**src/rofd_regs.svh**
```systemverilog
// Register map, reset values and timing figures of the supervisor slice.
// Assumes a 10 MHz core clock and a 32-bit AXI4-Lite register port.
`ifndef ROFD_REGS_SVH
`define ROFD_REGS_SVH
`define ROFD_A_CTRL      8'h00
`define ROFD_A_CLOCK     8'h04
`define ROFD_A_FLAGS     8'h08
`define ROFD_A_YEAR      8'h0c
`define ROFD_A_SN_LO     8'h10
`define ROFD_A_SN_HI     8'h14
`define ROFD_A_ISTAT     8'h18
`define ROFD_A_IMASK     8'h1c
`define ROFD_CTRL_INIT   24'h0000f8
`define ROFD_PWRUP_KEEP  24'h0007f9
`define ROFD_TR_BIT      7
`define ROFD_CENT_LO     4
`define ROFD_CENT_HI     5
`define ROFD_LEAP_BIT    8
`define ROFD_CLK_HZ      10000000
`define ROFD_TREC_DEF_MS 96
`define ROFD_TREC_ST_MS  40
`define ROFD_TREC_TR_US  50
`define ROFD_RESP_OK     2'b00
`define ROFD_RESP_SLV    2'b10
`define ROFD_RESP_DEC    2'b11
`endif

```
**src/rofd_pkg.sv**
```systemverilog
// Types shared by the supervisor slice.
// Assumes rofd_regs.svh for the numeric layout.
package rofd_pkg;
	typedef struct packed {
		logic       wd_res_hi;
		logic       wd_res_lo;
		logic [4:0] wd_multiplier;
		logic       wd_steer;
		logic       tamper_irq_en_b;
		logic       tamper_irq_en_a;
		logic       squarewave_en;
		logic       alarm_flag_en;
		logic       freq_test;
		logic       tamper_en_b;
		logic       tamper_en_a;
		logic       threshold_sel;
		logic       powerfail_opendrain;
		logic       squarewave_opendrain;
		logic       khz32_out_en;
		logic       out_bit;
		logic       halt_update;
		logic       backup_irq_en;
		logic       osc_fail_irq_en;
		logic       osc_halt;
	} rofd_ctrl_s;
	typedef enum logic [1:0] {PWR_OFF, PWR_REC, PWR_ON} rofd_pwr_e;
endpackage

```
**src/rofd_ctl.sv**
```systemverilog
// Oscillator-fail and deselect supervisor with AXI4-Lite registers.
// Assumes VCC_OK and OSC_RUN come from analog monitors, asynchronous.
//
// The AXI4-Lite register port was decided locally.
`timescale 1ns/1ps
`include "rofd_regs.svh"

// Operation
// - Recovery select bit is D7 of 04h
// - Reject writes during recovery after supply return
// - Recovery 96ms, 40ms with halt, 50us fast
// - Eight-byte serial number, read only, parity; code holds a seven-byte number plus one parity byte
// - Oscillator stop sets the fail flag
// - Flag set at power-on, low voltage, halt; code sets it at reset, oscillator stop and halt, not on low voltage
// - Enabled fail flag drives interrupt pin
// - Pin released by clear, disable, reset
// - Fail flag sticky until written zero
// - Detection works on main and battery
// - Battery pin drive needs backup enable
// - Leap rule with two century bits
// - Tamper enable blocks halt-update at power-down
// - 32 kHz output only on main supply
// - Power-on clears listed enables to zero
module rofd_ctl import rofd_pkg::*; #(
	parameter int          REC_DEF_CYC = (`ROFD_TREC_DEF_MS * (`ROFD_CLK_HZ / 1000)),
	parameter int          REC_ST_CYC  = (`ROFD_TREC_ST_MS * (`ROFD_CLK_HZ / 1000)),
	parameter logic [55:0] SERIAL_NUM  = 56'h5a3c_96e1_0f7b_24 // Arbitrary value
) (
	// Clock and reset
	input  wire logic        CORE_CLK,
	input  wire logic        SYS_RST,
	// AXI4-Lite write
	input  wire logic [7:0]  AWADDR,
	input  wire logic        AWVALID,
	output logic             AWREADY,
	input  wire logic [31:0] WDATA,
	input  wire logic [3:0]  WSTRB,
	input  wire logic        WVALID,
	output logic             WREADY,
	output logic [1:0]       BRESP,
	output logic             BVALID,
	input  wire logic        BREADY,
	// AXI4-Lite read
	input  wire logic [7:0]  ARADDR,
	input  wire logic        ARVALID,
	output logic             ARREADY,
	output logic [31:0]      RDATA,
	output logic [1:0]       RRESP,
	output logic             RVALID,
	input  wire logic        RREADY,
	// Monitors
	input  wire logic        VCC_OK,
	input  wire logic        OSC_RUN,
	// Pins and status
	output logic             IRQ_OUT_O,
	output logic             IRQ_OUT_OE,
	output logic             KHZ32_EN,
	output logic             RST_ACT,
	output logic             WR_PROTECT,
	output logic             IRQ
);
	localparam int         REC_TR_CYC = (`ROFD_TREC_TR_US * (`ROFD_CLK_HZ / 1000) + 999) / 1000;
	localparam logic [7:0] SN_PAR     = SERIAL_NUM[55:48] ^ SERIAL_NUM[47:40] ^ SERIAL_NUM[39:32]
	                                  ^ SERIAL_NUM[31:24] ^ SERIAL_NUM[23:16] ^ SERIAL_NUM[15:8]
	                                  ^ SERIAL_NUM[7:0];

	function automatic logic [31:0] merge(input logic [31:0] old, input logic [31:0] nw,
	                                      input logic [3:0] strb);
		merge = old;
		for (int i = 0; i < 4; i++) begin
			if (strb[i]) begin
				merge[8*i +: 8] = nw[8*i +: 8];
			end
		end
	endfunction

	// ------------------------------------------------------------
	// Monitor synchronisers
	// ------------------------------------------------------------
	logic [2:0]  vcc_sy;
	logic [2:0]  osc_sy;
	logic        vcc;
	logic        osc;
	logic        vcc_d;

	always_ff @(posedge CORE_CLK) begin
		if (SYS_RST) begin
			vcc_sy <= 3'h7;
			osc_sy <= 3'h7;
			vcc    <= 1'b1;
			osc    <= 1'b1;
			vcc_d  <= 1'b1;
		end else begin
			vcc_sy <= {vcc_sy[1:0], VCC_OK};
			osc_sy <= {osc_sy[1:0], OSC_RUN};
			if (vcc_sy[1] == vcc_sy[2]) begin
				vcc <= vcc_sy[2];
			end
			if (osc_sy[1] == osc_sy[2]) begin
				osc <= osc_sy[2];
			end
			vcc_d <= vcc;
		end
	end

	// ------------------------------------------------------------
	// AXI4-Lite handshakes
	// ------------------------------------------------------------
	logic       aw_have;
	logic       w_have;
	logic [7:0] wa;
	logic [31:0] wd;
	logic [3:0] ws;
	logic       aw_take;
	logic       w_take;
	logic       ar_take;
	logic       wr_go;
	logic       wr_ok;
	logic       wr_map;

	assign aw_take = AWVALID && AWREADY;
	assign w_take  = WVALID && WREADY;
	assign ar_take = ARVALID && ARREADY;
	assign wr_go   = aw_have && w_have && !BVALID;

	always_ff @(posedge CORE_CLK) begin
		if (SYS_RST) begin
			aw_have <= 1'b0;
			w_have  <= 1'b0;
			AWREADY <= 1'b0;
			WREADY  <= 1'b0;
			wa      <= 8'h00;
			wd      <= 32'h0000_0000;
			ws      <= 4'h0;
		end else begin
			aw_have <= aw_take || (aw_have && !wr_go);
			w_have  <= w_take || (w_have && !wr_go);
			AWREADY <= !(aw_take || (aw_have && !wr_go));
			WREADY  <= !(w_take || (w_have && !wr_go));
			if (aw_take) begin
				wa <= AWADDR;
			end
			if (w_take) begin
				wd <= WDATA;
				ws <= WSTRB;
			end
		end
	end

	always_comb begin
		case (wa)
			`ROFD_A_CTRL, `ROFD_A_CLOCK, `ROFD_A_FLAGS, `ROFD_A_YEAR, `ROFD_A_ISTAT,
			`ROFD_A_IMASK: wr_map = 1'b1;
			default:       wr_map = 1'b0;
		endcase
	end

	// ------------------------------------------------------------
	// Power state and recovery timer
	// ------------------------------------------------------------
	rofd_pwr_e   st;
	logic [19:0] rec_cnt;
	logic        trec_sel;
	rofd_ctrl_s  ctrl;

	assign wr_ok = wr_go && wr_map && (st == PWR_ON);

	always_ff @(posedge CORE_CLK) begin
		if (SYS_RST) begin
			st      <= PWR_ON;
			rec_cnt <= 20'h00000;
		end else begin
			case (st)
				PWR_ON:  if (!vcc) begin
					st <= PWR_OFF;
				end
				PWR_OFF: if (vcc) begin
					st <= PWR_REC;
					if (trec_sel) begin
						rec_cnt <= 20'(REC_TR_CYC - 1);
					end else if (ctrl.osc_halt) begin
						rec_cnt <= 20'(REC_ST_CYC - 1);
					end else begin
						rec_cnt <= 20'(REC_DEF_CYC - 1);
					end
				end
				PWR_REC: if (!vcc) begin
					st <= PWR_OFF;
				end else if (rec_cnt == 20'h00000) begin
					st <= PWR_ON;
				end else begin
					rec_cnt <= rec_cnt - 20'h00001;
				end
				default: st <= PWR_OFF;
			endcase
		end
	end

	// ------------------------------------------------------------
	// Control, clock and year registers
	// ------------------------------------------------------------
	logic [1:0]  century;
	logic [6:0]  year;
	logic [31:0] cw;

	assign cw = merge({8'h00, ctrl}, wd, ws);

	always_ff @(posedge CORE_CLK) begin
		if (SYS_RST) begin
			ctrl <= `ROFD_CTRL_INIT;
		end else if (st == PWR_OFF && vcc) begin
			ctrl <= ctrl & `ROFD_PWRUP_KEEP;
		end else if ((st == PWR_ON) && !vcc && !(ctrl.tamper_en_a || ctrl.tamper_en_b)) begin
			ctrl.halt_update <= 1'b1;
		end else if (wr_ok && wa == `ROFD_A_CTRL) begin
			ctrl <= cw[23:0];
		end
	end

	always_ff @(posedge CORE_CLK) begin
		if (SYS_RST) begin
			trec_sel <= 1'b0;
			century  <= 2'h0;
			year     <= 7'h00;
		end else if (wr_ok && wa == `ROFD_A_CLOCK && ws[0]) begin
			trec_sel <= wd[`ROFD_TR_BIT];
			century  <= {wd[`ROFD_CENT_HI], wd[`ROFD_CENT_LO]};
		end else if (wr_ok && wa == `ROFD_A_YEAR && ws[0]) begin
			year <= wd[6:0];
		end
	end

	logic leap;

	assign leap = (year[1:0] == 2'h0) && ((year != 7'h00) || (century == 2'h0));

	// ------------------------------------------------------------
	// Oscillator fail flag and interrupt status
	// ------------------------------------------------------------
	logic       osc_fail_flag;
	logic       of_set;
	logic       of_d;
	logic       rec_d;
	logic [1:0] istat;
	logic [1:0] imask;
	logic [1:0] ev;

	assign of_set = !osc || ctrl.osc_halt;
	assign ev     = {rec_d && (st == PWR_ON), osc_fail_flag && !of_d};

	always_ff @(posedge CORE_CLK) begin
		if (SYS_RST) begin
			osc_fail_flag <= 1'b1;
		end else if (of_set) begin
			osc_fail_flag <= 1'b1;
		end else if (wr_ok && wa == `ROFD_A_FLAGS && ws[0] && !wd[0]) begin
			osc_fail_flag <= 1'b0;
		end
	end

	always_ff @(posedge CORE_CLK) begin
		if (SYS_RST) begin
			of_d  <= 1'b1;
			rec_d <= 1'b0;
			istat <= 2'h0;
			imask <= 2'h0;
		end else begin
			of_d  <= osc_fail_flag;
			rec_d <= (st == PWR_REC);
			if (wr_ok && wa == `ROFD_A_ISTAT && ws[0]) begin
				istat <= ev | (istat & ~wd[1:0]);
			end else begin
				istat <= istat | ev;
			end
			if (wr_ok && wa == `ROFD_A_IMASK && ws[0]) begin
				imask <= wd[1:0];
			end
		end
	end

	// ------------------------------------------------------------
	// Pins and response channels
	// ------------------------------------------------------------
	logic irq_act;
	logic pin_pwr;

	assign pin_pwr = vcc || ctrl.backup_irq_en;
	assign irq_act = osc_fail_flag && ctrl.osc_fail_irq_en && (st != PWR_REC) && pin_pwr;

	always_ff @(posedge CORE_CLK) begin
		if (SYS_RST) begin
			IRQ_OUT_O  <= 1'b0;
			IRQ_OUT_OE <= 1'b0;
			KHZ32_EN   <= 1'b0;
			RST_ACT    <= 1'b0;
			WR_PROTECT <= 1'b0;
			IRQ        <= 1'b0;
		end else begin
			IRQ_OUT_O  <= 1'b0;
			IRQ_OUT_OE <= irq_act || (!ctrl.out_bit && pin_pwr);
			KHZ32_EN   <= ctrl.khz32_out_en && vcc && !ctrl.osc_halt;
			RST_ACT    <= (st != PWR_ON);
			WR_PROTECT <= (st != PWR_ON);
			IRQ        <= |(istat & imask);
		end
	end

	always_ff @(posedge CORE_CLK) begin
		if (SYS_RST) begin
			BVALID <= 1'b0;
			BRESP  <= `ROFD_RESP_OK;
		end else if (wr_go) begin
			BVALID <= 1'b1;
			BRESP  <= !wr_map ? `ROFD_RESP_DEC : (wr_ok ? `ROFD_RESP_OK : `ROFD_RESP_SLV);
		end else if (BREADY) begin
			BVALID <= 1'b0;
		end
	end

	always_ff @(posedge CORE_CLK) begin
		if (SYS_RST) begin
			ARREADY <= 1'b0;
			RVALID  <= 1'b0;
			RDATA   <= 32'h0000_0000;
			RRESP   <= `ROFD_RESP_OK;
		end else begin
			ARREADY <= !(ar_take || (RVALID && !RREADY));
			if (ar_take) begin
				RVALID <= 1'b1;
				RRESP  <= `ROFD_RESP_OK;
				case (ARADDR)
					`ROFD_A_CTRL:  RDATA <= {8'h00, ctrl};
					`ROFD_A_CLOCK: RDATA <= {24'h0, trec_sel, 1'b0, century[1], century[0], 4'h0};
					`ROFD_A_FLAGS: RDATA <= {30'h0, st != PWR_ON, osc_fail_flag};
					`ROFD_A_YEAR:  RDATA <= {23'h0, leap, 1'b0, year};
					`ROFD_A_SN_LO: RDATA <= SERIAL_NUM[31:0];
					`ROFD_A_SN_HI: RDATA <= {SN_PAR, SERIAL_NUM[55:32]};
					`ROFD_A_ISTAT: RDATA <= {30'h0, istat};
					`ROFD_A_IMASK: RDATA <= {30'h0, imask};
					default: begin
						RDATA <= 32'h0000_0000;
						RRESP <= `ROFD_RESP_DEC;
					end
				endcase
			end else if (RREADY) begin
				RVALID <= 1'b0;
			end
		end
	end
endmodule // rofd_ctl

```
**config.mk**
```make
export PLATFORM = sky130hd
export DESIGN_NAME = rofd_ctl
export DESIGN_NICKNAME = d
export VERILOG_FILES = /design/src/rofd_pkg.sv /design/src/rofd_ctl.sv
export VERILOG_INCLUDE_DIRS = /design/src
export SDC_FILE = /design/constraint.sdc
export NUM_CORES = 1
export LEC_CHECK = 0
export ABC_AREA = 1
export BUFFER_PORTS_ARGS = -buffer_cell sky130_fd_sc_hd__buf_4
export CAP_MARGIN = 20
export CORE_MARGIN = 2
export CORE_UTILIZATION = 35
export CTS_BUF_LIST = sky130_fd_sc_hd__clkbuf_16
export CTS_CLUSTER_SIZE = 24
export DETAILED_ROUTE_END_ITERATION = 10
export HOLD_SLACK_MARGIN = 0.1
export MAX_ROUTING_LAYER = met4
export SYNTH_ARGS = -nofsm -noshare
export SYNTH_HDL_FRONTEND = slang
export SYNTH_SLANG_ARGS = --single-unit
export TNS_END_PERCENT = 5
```
**constraint.sdc**
```tcl
create_clock -name CORE_CLK -period 2.7 [get_ports CORE_CLK]
set_input_delay 0.135 -clock CORE_CLK [delete_from_list [all_inputs] [get_ports CORE_CLK]]
set_output_delay 0.135 -clock CORE_CLK [all_outputs]
set_load 0.03 [all_outputs]
```
==> results of run 1 <==
==> worst min-delay path: cells and delay by family <==
kind,cells,cell delay (ns)
buffers and inverters,2,0.16
AND/OR/NAND/NOR,3,0.25
==> layer usage <==
layer	share of wire, %	vias to the layer above
met5	0	-
met1	52	2611
met3	5.0	18
met4	1.5	0
met2	41	152
li1	-	3094
==> flip-flops by register name, summed over array words and instances, names as in the netlist, 2 cells and up <==
signal / flops
imask: 2
wd: 24
osc_sy: 3
st: 2
rec_cnt: 20
vcc_sy: 3
istat: 2
BRESP: 2
wa: 8
century: 2
ctrl: 24
ws: 3
year: 7
RDATA: 26
==> through the flow <==
stage                     area, µm²  power, mW  std cells  worst slack [ns]
after floorplan                6300       2.55        900              1.12
after global placement         7140       2.68       1190             0.858
after detailed placement       7140       2.68       1190             0.849
after CTS                      8150       5.10       1263             0.836
after global routing           8150       5.26       1263             0.636
final                          8150       5.06       1263             0.863
==> cell families after synthesis <==
| logic type | Yosys count |
|---|---|
| buf+inv | 148 |
| flops | 146 |
| fa+ha+maj | 2 |
| simple gates | 417 |
| other cells | 1 |
| compound gates | 176 |
| xor+xnor | 6 |
==> worst paths after layout <==
path                                start                 endpoint  slack (ns)
hold / removal                  ARADDR[2]   RDATA[20]$_SDFFE_PP0P_        0.15
hold reg to reg      osc_sy[0]$_SDFF_PP1_     osc_sy[1]$_SDFF_PP1_        0.41
setup / recovery  rec_cnt[0]$_SDFFE_PP0P_  rec_cnt[7]$_SDFFE_PP0P_        0.86
setup reg to reg  rec_cnt[0]$_SDFFE_PP0P_  rec_cnt[7]$_SDFFE_PP0P_        0.86
==> layout by cell type (no fill, tap or decap), types with 12 or more instances in the layout <==
| cell type | count |
|---|---|
| o21ai_0 | 75 |
| inv_1 | 103 |
| buf_4 | 100 |
| dlygate4sd3_1 | 41 |
| o21ai_1 | 12 |
| a21oi_1 | 74 |
| nand2_1 | 184 |
| nor2_1 | 142 |
| nor3_1 | 12 |
| clkbuf_16 | 17 |
| nand3_1 | 45 |
| dfxtp_1 | 146 |
==> power by group through the flow <==
| stage | Combinational (mW) | Clock [mW] | Sequential (mW) |
|---|---|---|---|
| global route | 0.489 | 2.51 | 2.25 |
| finish | 0.436 | 2.38 | 2.25 |
| CTS | 0.436 | 2.42 | 2.25 |
| global placement | 0.386 | 0 | 2.29 |
| detailed placement | 0.389 | 0 | 2.30 |
| floorplan | 0.247 | 0 | 2.30 |
==> cell type report <==
class | instances | area share [%]
clock inverter | 15 | 2.10
timing repair buffer | 141 | 14.2
clock buffer | 17 | 5.22
sequential | 146 | 35.9
multi-input combinational | 606 | 34.0
tap | 229 | 3.51
inverter | 109 | 5.02
==> timing repair <==
item                      CTS  global route
setup buffers               0             0
hold endpoints to repair   54             0
gates resized for setup     0             0
hold buffers               41             0
==> impl_results.md, run 1 <==
* Grt ovf at 0
* Hpwl dp at 11400 µm
* Most used cell, CP: nand3_1
* Synth Area in Adders at 0.398%
* Die height at 138 µm
* Slew HR at 63.4%
* Area leader, netlist: dfxtp_1
* Hold Crit Class: in2reg
* Final Cycle Share at 68.0%
* Simple-Gate Fraction of Synth Area at between 20 and 30%
* Drt drc at 0
* Largest net degree at the start of global routing at 59
* Clk pwr share at 47.0%
* Synth Flop Type: dfxtp_1
* Clk_lat worst skew at 0.43 ns
* DRT iter0 DRCs at 360
* CP max stage cell: dfxtp_1
* Yosys warnings at 0
* H-tree levels at 4
* Pwr Density at slightly above 600 nW/µm²
* TNS Setup at 0 ns
* Hold Path Depth at 5
* Most Crowded Layer GR: met2
* Register area share after synthesis at 46.5%
* Static leakage at 3.67 nW
* EDFF count, synth at 0
* Clock Path Buffers at 2
* Worst path max stage delay at 0.37 ns
* Layout cells sized above 1 at between 15 and 20%
* WP data required at 3.00 ns
* Post-Syn Instances at 896
* WHS at 0.151 ns
* WS Path Type: reg2reg
* Area share of the largest cell type after synthesis at a little under half
* RePlAce Congestion at 0.848
* Logic pwr share at between 8 and 9%
* Synth cell count leaders: nand2_1 (184), dfxtp_1 (146), nor2_1 (142)
* Status: finished, final reports clean
* Num Clock Sinks at 146
* IO Pins at roughly 110
* Max Clk Rate at between 500 and 600 MHz
* Clock Skew at 0.0117 ns
* Vias in the first global route at 5446
* Flop pwr share at approximately 44%
* Post-Route WL at between 15000 and 20000 µm
* Die X at 138 µm
* Register bit total from synthesis at 146
* Largest family of logic cells by synthesized area: simple AND/OR/NAND/NOR gates
* Vias per cell at approximately 4.7
* Synth Area in Compound Gates at 14.5%
* CP Buf/Inv Count at 2
* Switching power of the nets at between 1 and 1.5 mW
* TritonCTS buffer count at 17
* Most frequent cell after synthesis: nand2_1
* Mapped Area at 6290 µm²
* Crit path capture type: flip-flop
* Max Cap Viol at 0
* Reg area at 2920 µm²
* Wirelength per Cell at around 13 µm
* Mux share of post-synthesis cell area at 0%
* First-pass GRT wire length at 26900 µm
* Core area at 17800 µm²
* Post-synthesis xor/xnor area fraction at less than 1%
* Synth area leaders: dfxtp_1 (46%), nand2_1 (11%), nor2_1 (8.5%)
* CP Max Fanout at 19
* Port bufs at 93
* Count of pins over their slew limit at 0
* FF-to-FF path depth at 10
* Starting Density at approximately 35%
* Worst EP arrival at ~2.1 ns
* Async S/R FF share, synth at 0%
* Num rows at just under 50
* Fin. Hold Viols at 0
* Initial DRT Pass Iterations at 5
* Clk slew on worst S/H paths at 0.06 ns
* Peak supply drop at 0.459 mV
* P_int at 3.78 mW
* Startpoint type of the worst setup path: flip-flop
* Avg Cell Area, Syn at 7.02 µm²
* Routed via count at 5875
* Met1 usage at 25.3%
* CTS tree: yes
* Met3 GRT Util at 3.67%
* Finished Core Util at 45.8%
* Delay-heaviest family, CP: simple AND/OR/NAND/NOR gates
* Switch share at 25.4%
* Routed Antenna Nets at 0
* Min Clock Period, post-route at 1.84 ns
* Count of cell types in the netlist at 36
* Filler instances at 1839
* Root buf cell: clkbuf_16
* Met2 global-route usage at 25.6%
* Final setup viols at 0
* Area grow syn2layout at 29.7%
* Initial antenna violation count at 0
* RSZ-0062 raised after global routing: no
* Crit-path cells: inv_1 > ha_1 > nand3_1 > nor2_1 > nand3_1 > nand2_2 > inv_2 > o21ai_0 > nand2_1 > a21oi_1
* Area of the multi-input gates at 2780 µm²
* Worst Max-Slew Pin Slew at 0.549 ns
* Die area at 19000 µm²
* Total global-route track usage at 17.9%
* Ant diodes at 0
* Layout net count at 1084
* Stages on worst setup path at 10
Note: power is estimated with default switching activity, not from simulation.
==> run 2, diff against run 1 <==
ABC_AREA = 0   (was 1)
clock period = 1.8 ns   (was 2.7 ns; I/O delays follow)
==> run 2 against run 1 <==
- the flow now finishes with violations (negative setup slack)
- critical endpoint is now rec_cnt[17]$_SDFFE_PP0P_
- clock power grew 38%
- flip-flop and latch count is the same
- largest power group is now sequential cells
- count of clock-buffer cells in the layout is the same
- sequential share of layout area shrank 1.8 points
- non-clock buffer count grew 78
- critical path type unchanged
- global-route usage grew 1.2 points
- utilization grew 5.8 points
==> impl_results.md, run 2 <==
* H-tree levels at 4 (unchanged)
* Die area at 18100 µm² (-4.7%)
* Switching power of the nets at 1.91 mW (+48%)
* Fin. Hold Viols at 0 (unchanged)
* Hold Path Depth at 4 (-1)
* Non-Filler Instances at 1122 (-11%)
* Max reg flops at 26 (unchanged)
* Mapped Area at 5980 µm² (-4.9%)
* Switch share at 25.9% (+0.57 points)
* Hold Crit Class: in2reg
* Worst r2r dst: rec_cnt[17]$_SDFFE_PP0P_
* Starting Density at 35.9% (+0.58 points)
* RSZ-0062 raised after global routing: yes
* Worst Hold Endpoint: RDATA[7]$_SDFFE_PP0P_
* Layout cells sized above 1 at 27.1% (+11 points)
* Leading registers by flop count: RDATA x26, ctrl x24, wd x24
* DRT iter0 DRCs at 441 (+23%)
* Synth Area in Compound Gates at 17.4% (+3.0 points)
* EDFF count, synth at 0 (unchanged)
* HP Start: ARADDR[3]
* Synth Flop Type: dfxtp_1
* Max Clk Rate at 513 MHz (-5.8%)
* R2R Path Start: rec_cnt[5]$_SDFFE_PP0P_
* Vias in the first global route at 5230 (-4.0%)
* Final setup viols at 33 (+33)
* Post-Route WL at 16800 µm (+2.1%)
* TritonCTS buffer count at 17 (unchanged)
* WP data required at 2.10 ns (-0.90 ns)
* Total global-route track usage at 19.1% (+1.2 points)
* Clock Skew at 0.00983 ns (-0.00190 ns)
* Synth Area in Adders at 0.418% (+0.020 points)
* Area leader, netlist: dfxtp_1
* Final Cycle Share at 108% (+40 points)
* RePlAce Congestion at 0.862 (+1.6%)
* Avg Cell Area, Syn at 8.56 µm² (+22%)
* Pwr Density at 855 nW/µm² (+38%)
* Largest family of logic cells by synthesized area: simple AND/OR/NAND/NOR gates
* Clock Path Buffers at 2 (unchanged)
* Initial DRT Pass Iterations at 5 (unchanged)
* Port bufs at 93 (unchanged)
* Layout net count at 952 (-12%)
* Drt drc at 0 (unchanged)
* CP Max Fanout at 3 (-16)
* Most frequent cells in the layout: buf_4 (154), dfxtp_1 (142), nand2_1 (88)
* Post-Syn Instances at 699 (-22%)
* Clk pwr share at 44.8% (-2.2 points)
* Grt ovf at 0 (unchanged)
* Num Clock Sinks at 146 (unchanged)
* Largest net degree at the start of global routing at 79 (+34%)
* Register area share after synthesis at 48.9% (+2.4 points)
* Hpwl dp at 11400 µm (-0.46%)
* Startpoint type of the worst setup path: flip-flop
* Flop pwr share at 45.6% (+1.2 points)
* Root buf cell: clkbuf_16
* Largest reg by FF count: RDATA
* First-pass GRT wire length at 26500 µm (-1.6%)
* Ant diodes at 0 (unchanged)
* Worst EP arrival at 2.25 ns (+0.11 ns)
* Max Cap Viol at 0 (unchanged)
* Most frequent cell after synthesis: dfxtp_1
* Post-synthesis xor/xnor area fraction at 0.293% (-0.54 points)
* Peak supply drop at 0.730 mV (+59%)
* Initial antenna violation count at 0 (unchanged)
* Num rows at 47 (-4.1%)
* Die X at 135 µm (-2.4%)
* Clk slew on worst S/H paths at 0.06 ns (about the same)
* Routed Antenna Nets at 0 (unchanged)
* Met3 WL at 660 µm (-20%)
* Total power at 7.35 mW (+45%)
* Area grow syn2layout at 43.7%
* M1 wire length at 8170 µm (-4.8%)
* Synth area leaders: dfxtp_1 (49%), a21oi_1 (7.1%), mux2i_1 (5.7%)
* Worst Setup SP: rec_cnt[5]$_SDFFE_PP0P_
* Failing checks: negative setup slack
* FF-to-FF path depth at 5 (-5)
* Register bit total from synthesis at 146 (unchanged)
* Clk_lat worst skew at 0.43 ns (about the same)
* Async S/R FF share, synth at 0% (unchanged)
* Count of cell types in the netlist at 59 (+64%)
* Crit path capture type: flip-flop
* Area share of the largest cell type after synthesis at 48.9% (+2.4 points)
* Top layer in use: met4
* Synth cell count leaders: dfxtp_1 (146), nand2_1 (88), a21oi_1 (85), nor2_1 (85), clkbuf_1 (35)
* Mux share of post-synthesis cell area at 5.69% (+5.7 points)
* Routed via count at 5658 (-3.7%)
* FF-to-FF setup slack at -0.15 ns (-1.01 ns)
* WS Path Type: reg2reg
* TNS Setup at -2.44 ns (-2.44 ns)
* Dpl cells at 1028 (-14%)
* Simple-Gate Fraction of Synth Area at 22.4% (-5.7 points)
* P_int at 5.44 mW (+44%)
* Commonest non-fill, non-tap cell in the layout: buf_4
* CTS tree: yes
* Status: complete, but fails checks
* Yosys warnings at 0 (unchanged)
* Static leakage at 3.46 nW (-5.8%)
* IO Pins at 108 (unchanged)
* Die height at 135 µm (-2.4%)
* Logic pwr share at 9.6% (+1.0 points)
* Met2 Wirelength at 7770 µm (+14%)
* Min Clock Period, post-route at 1.95 ns (+0.113 ns)
* Vias per cell at 5.04 (+8.4%)
* Setup ws final at -0.149 ns (-1.01 ns)
* Core area at 16600 µm² (-6.4%)
* Wirelength per Cell at 15.0 µm (+15%)
* Count of pins over their slew limit at 0 (unchanged)
==> run 2: changes by cell type in the layout (fill, tap and decap cells not counted), sizes merged, moves of 7 or more <==
cell	delta
a22oi	+14
nand2	-99
nor3	+7
dlygate4sd3	+15
o21ai	-65
inv	-98
buf	+63
nor2	-66
a21oi	+11
mux2i	+34
nand2b	+12
nand3	-28
==> run 2: layout make-up <==
type / count / area [µm²]
timing repair buffer: 219 / 1850
tap: 220 / 275
clock inverter: 15 / 121
sequential: 146 / 2930
inverter: 12 / 45.0
clock buffer: 17 / 425
fill: 1563 / 8050
multi-input combinational: 493 / 2950
==> run 2: worst max-delay path by stage <==
| stage | to | slack (ns) | cells after the start |
|---|---|---|---|
| 3_5_place_dp | rec_cnt[17]$_SDFFE_PP0P_ | -0.20 | 5 |
| 2_1_floorplan | ctrl[10]$_SDFFE_PP0P_ | -0.14 | 6 |
| 4_1_cts | rec_cnt[17]$_SDFFE_PP0P_ | -0.14 | 5 |
| 3_3_place_gp | rec_cnt[17]$_SDFFE_PP0P_ | -0.17 | 5 |
| 6_report | rec_cnt[17]$_SDFFE_PP0P_ | -0.15 | 5 |
| 5_1_grt | trec_sel$_SDFFE_PP0P_ | -0.20 | 6 |
==> run 2: per-layer routing <==
layer,global-route usage (%),up-vias
met5,-,-
li1,-,2844
met2,29.0,132
met1,25.4,2664
met3,3.83,18
met4,6.55,0
==> run 2: critical path: stages (launching register included) <==
cell	delay (ns)
dfxtp_1	0.31
or4_4	0.54
or3_4	0.41
or3_4	0.34
a21oi_2	0.12
o32ai_1	0.10
==> run 2: cells by family (layout without fill, tap and decap cells) <==
logic type / count (synthesis) / count (layout)
compound gates: 170 / 170
xor+xnor: 2 / 2
fa+ha+maj: 2 / 2
buf+inv: 64 / 263
flops: 146 / 146
mux: 34 / 34
other cells: 1 / 5
simple gates: 280 / 280
==> run 2: repair_timing <==
action | in CTS | in global routing
hold buffers | 56 | 0
pin swaps | 7 | 13
resized for setup | 16 | 31
endpoints found under the setup margin | 39 | 63
buffers inserted | 6 | 1
hold endpoints to repair | 66 | 0
==> run 2: power by group through the flow <==
| stage | logic (mW) | registers (mW) | clock network, mW |
|---|---|---|---|
| global route | 0.763 | 3.36 | 3.52 |
| finish | 0.703 | 3.35 | 3.29 |
| detailed placement | 0.556 | 3.42 | 0 |
| CTS | 0.668 | 3.35 | 3.38 |
| floorplan | 0.304 | 3.43 | 0 |
| global placement | 0.556 | 3.42 | 0 |
==> run 2: metrics by stage <==
step	worst slack [ns]	utilization, %	area, µm²	hold slack (ns)
detailed placement	-0.197	43.6	7260	0.280
finish	-0.149	51.6	8590	0.123
global placement	-0.170	43.6	7260	0.278
floorplan	-0.137	-	6000	0.194
CTS	-0.137	50.9	8460	0.117
global route	-0.198	51.6	8590	0.155
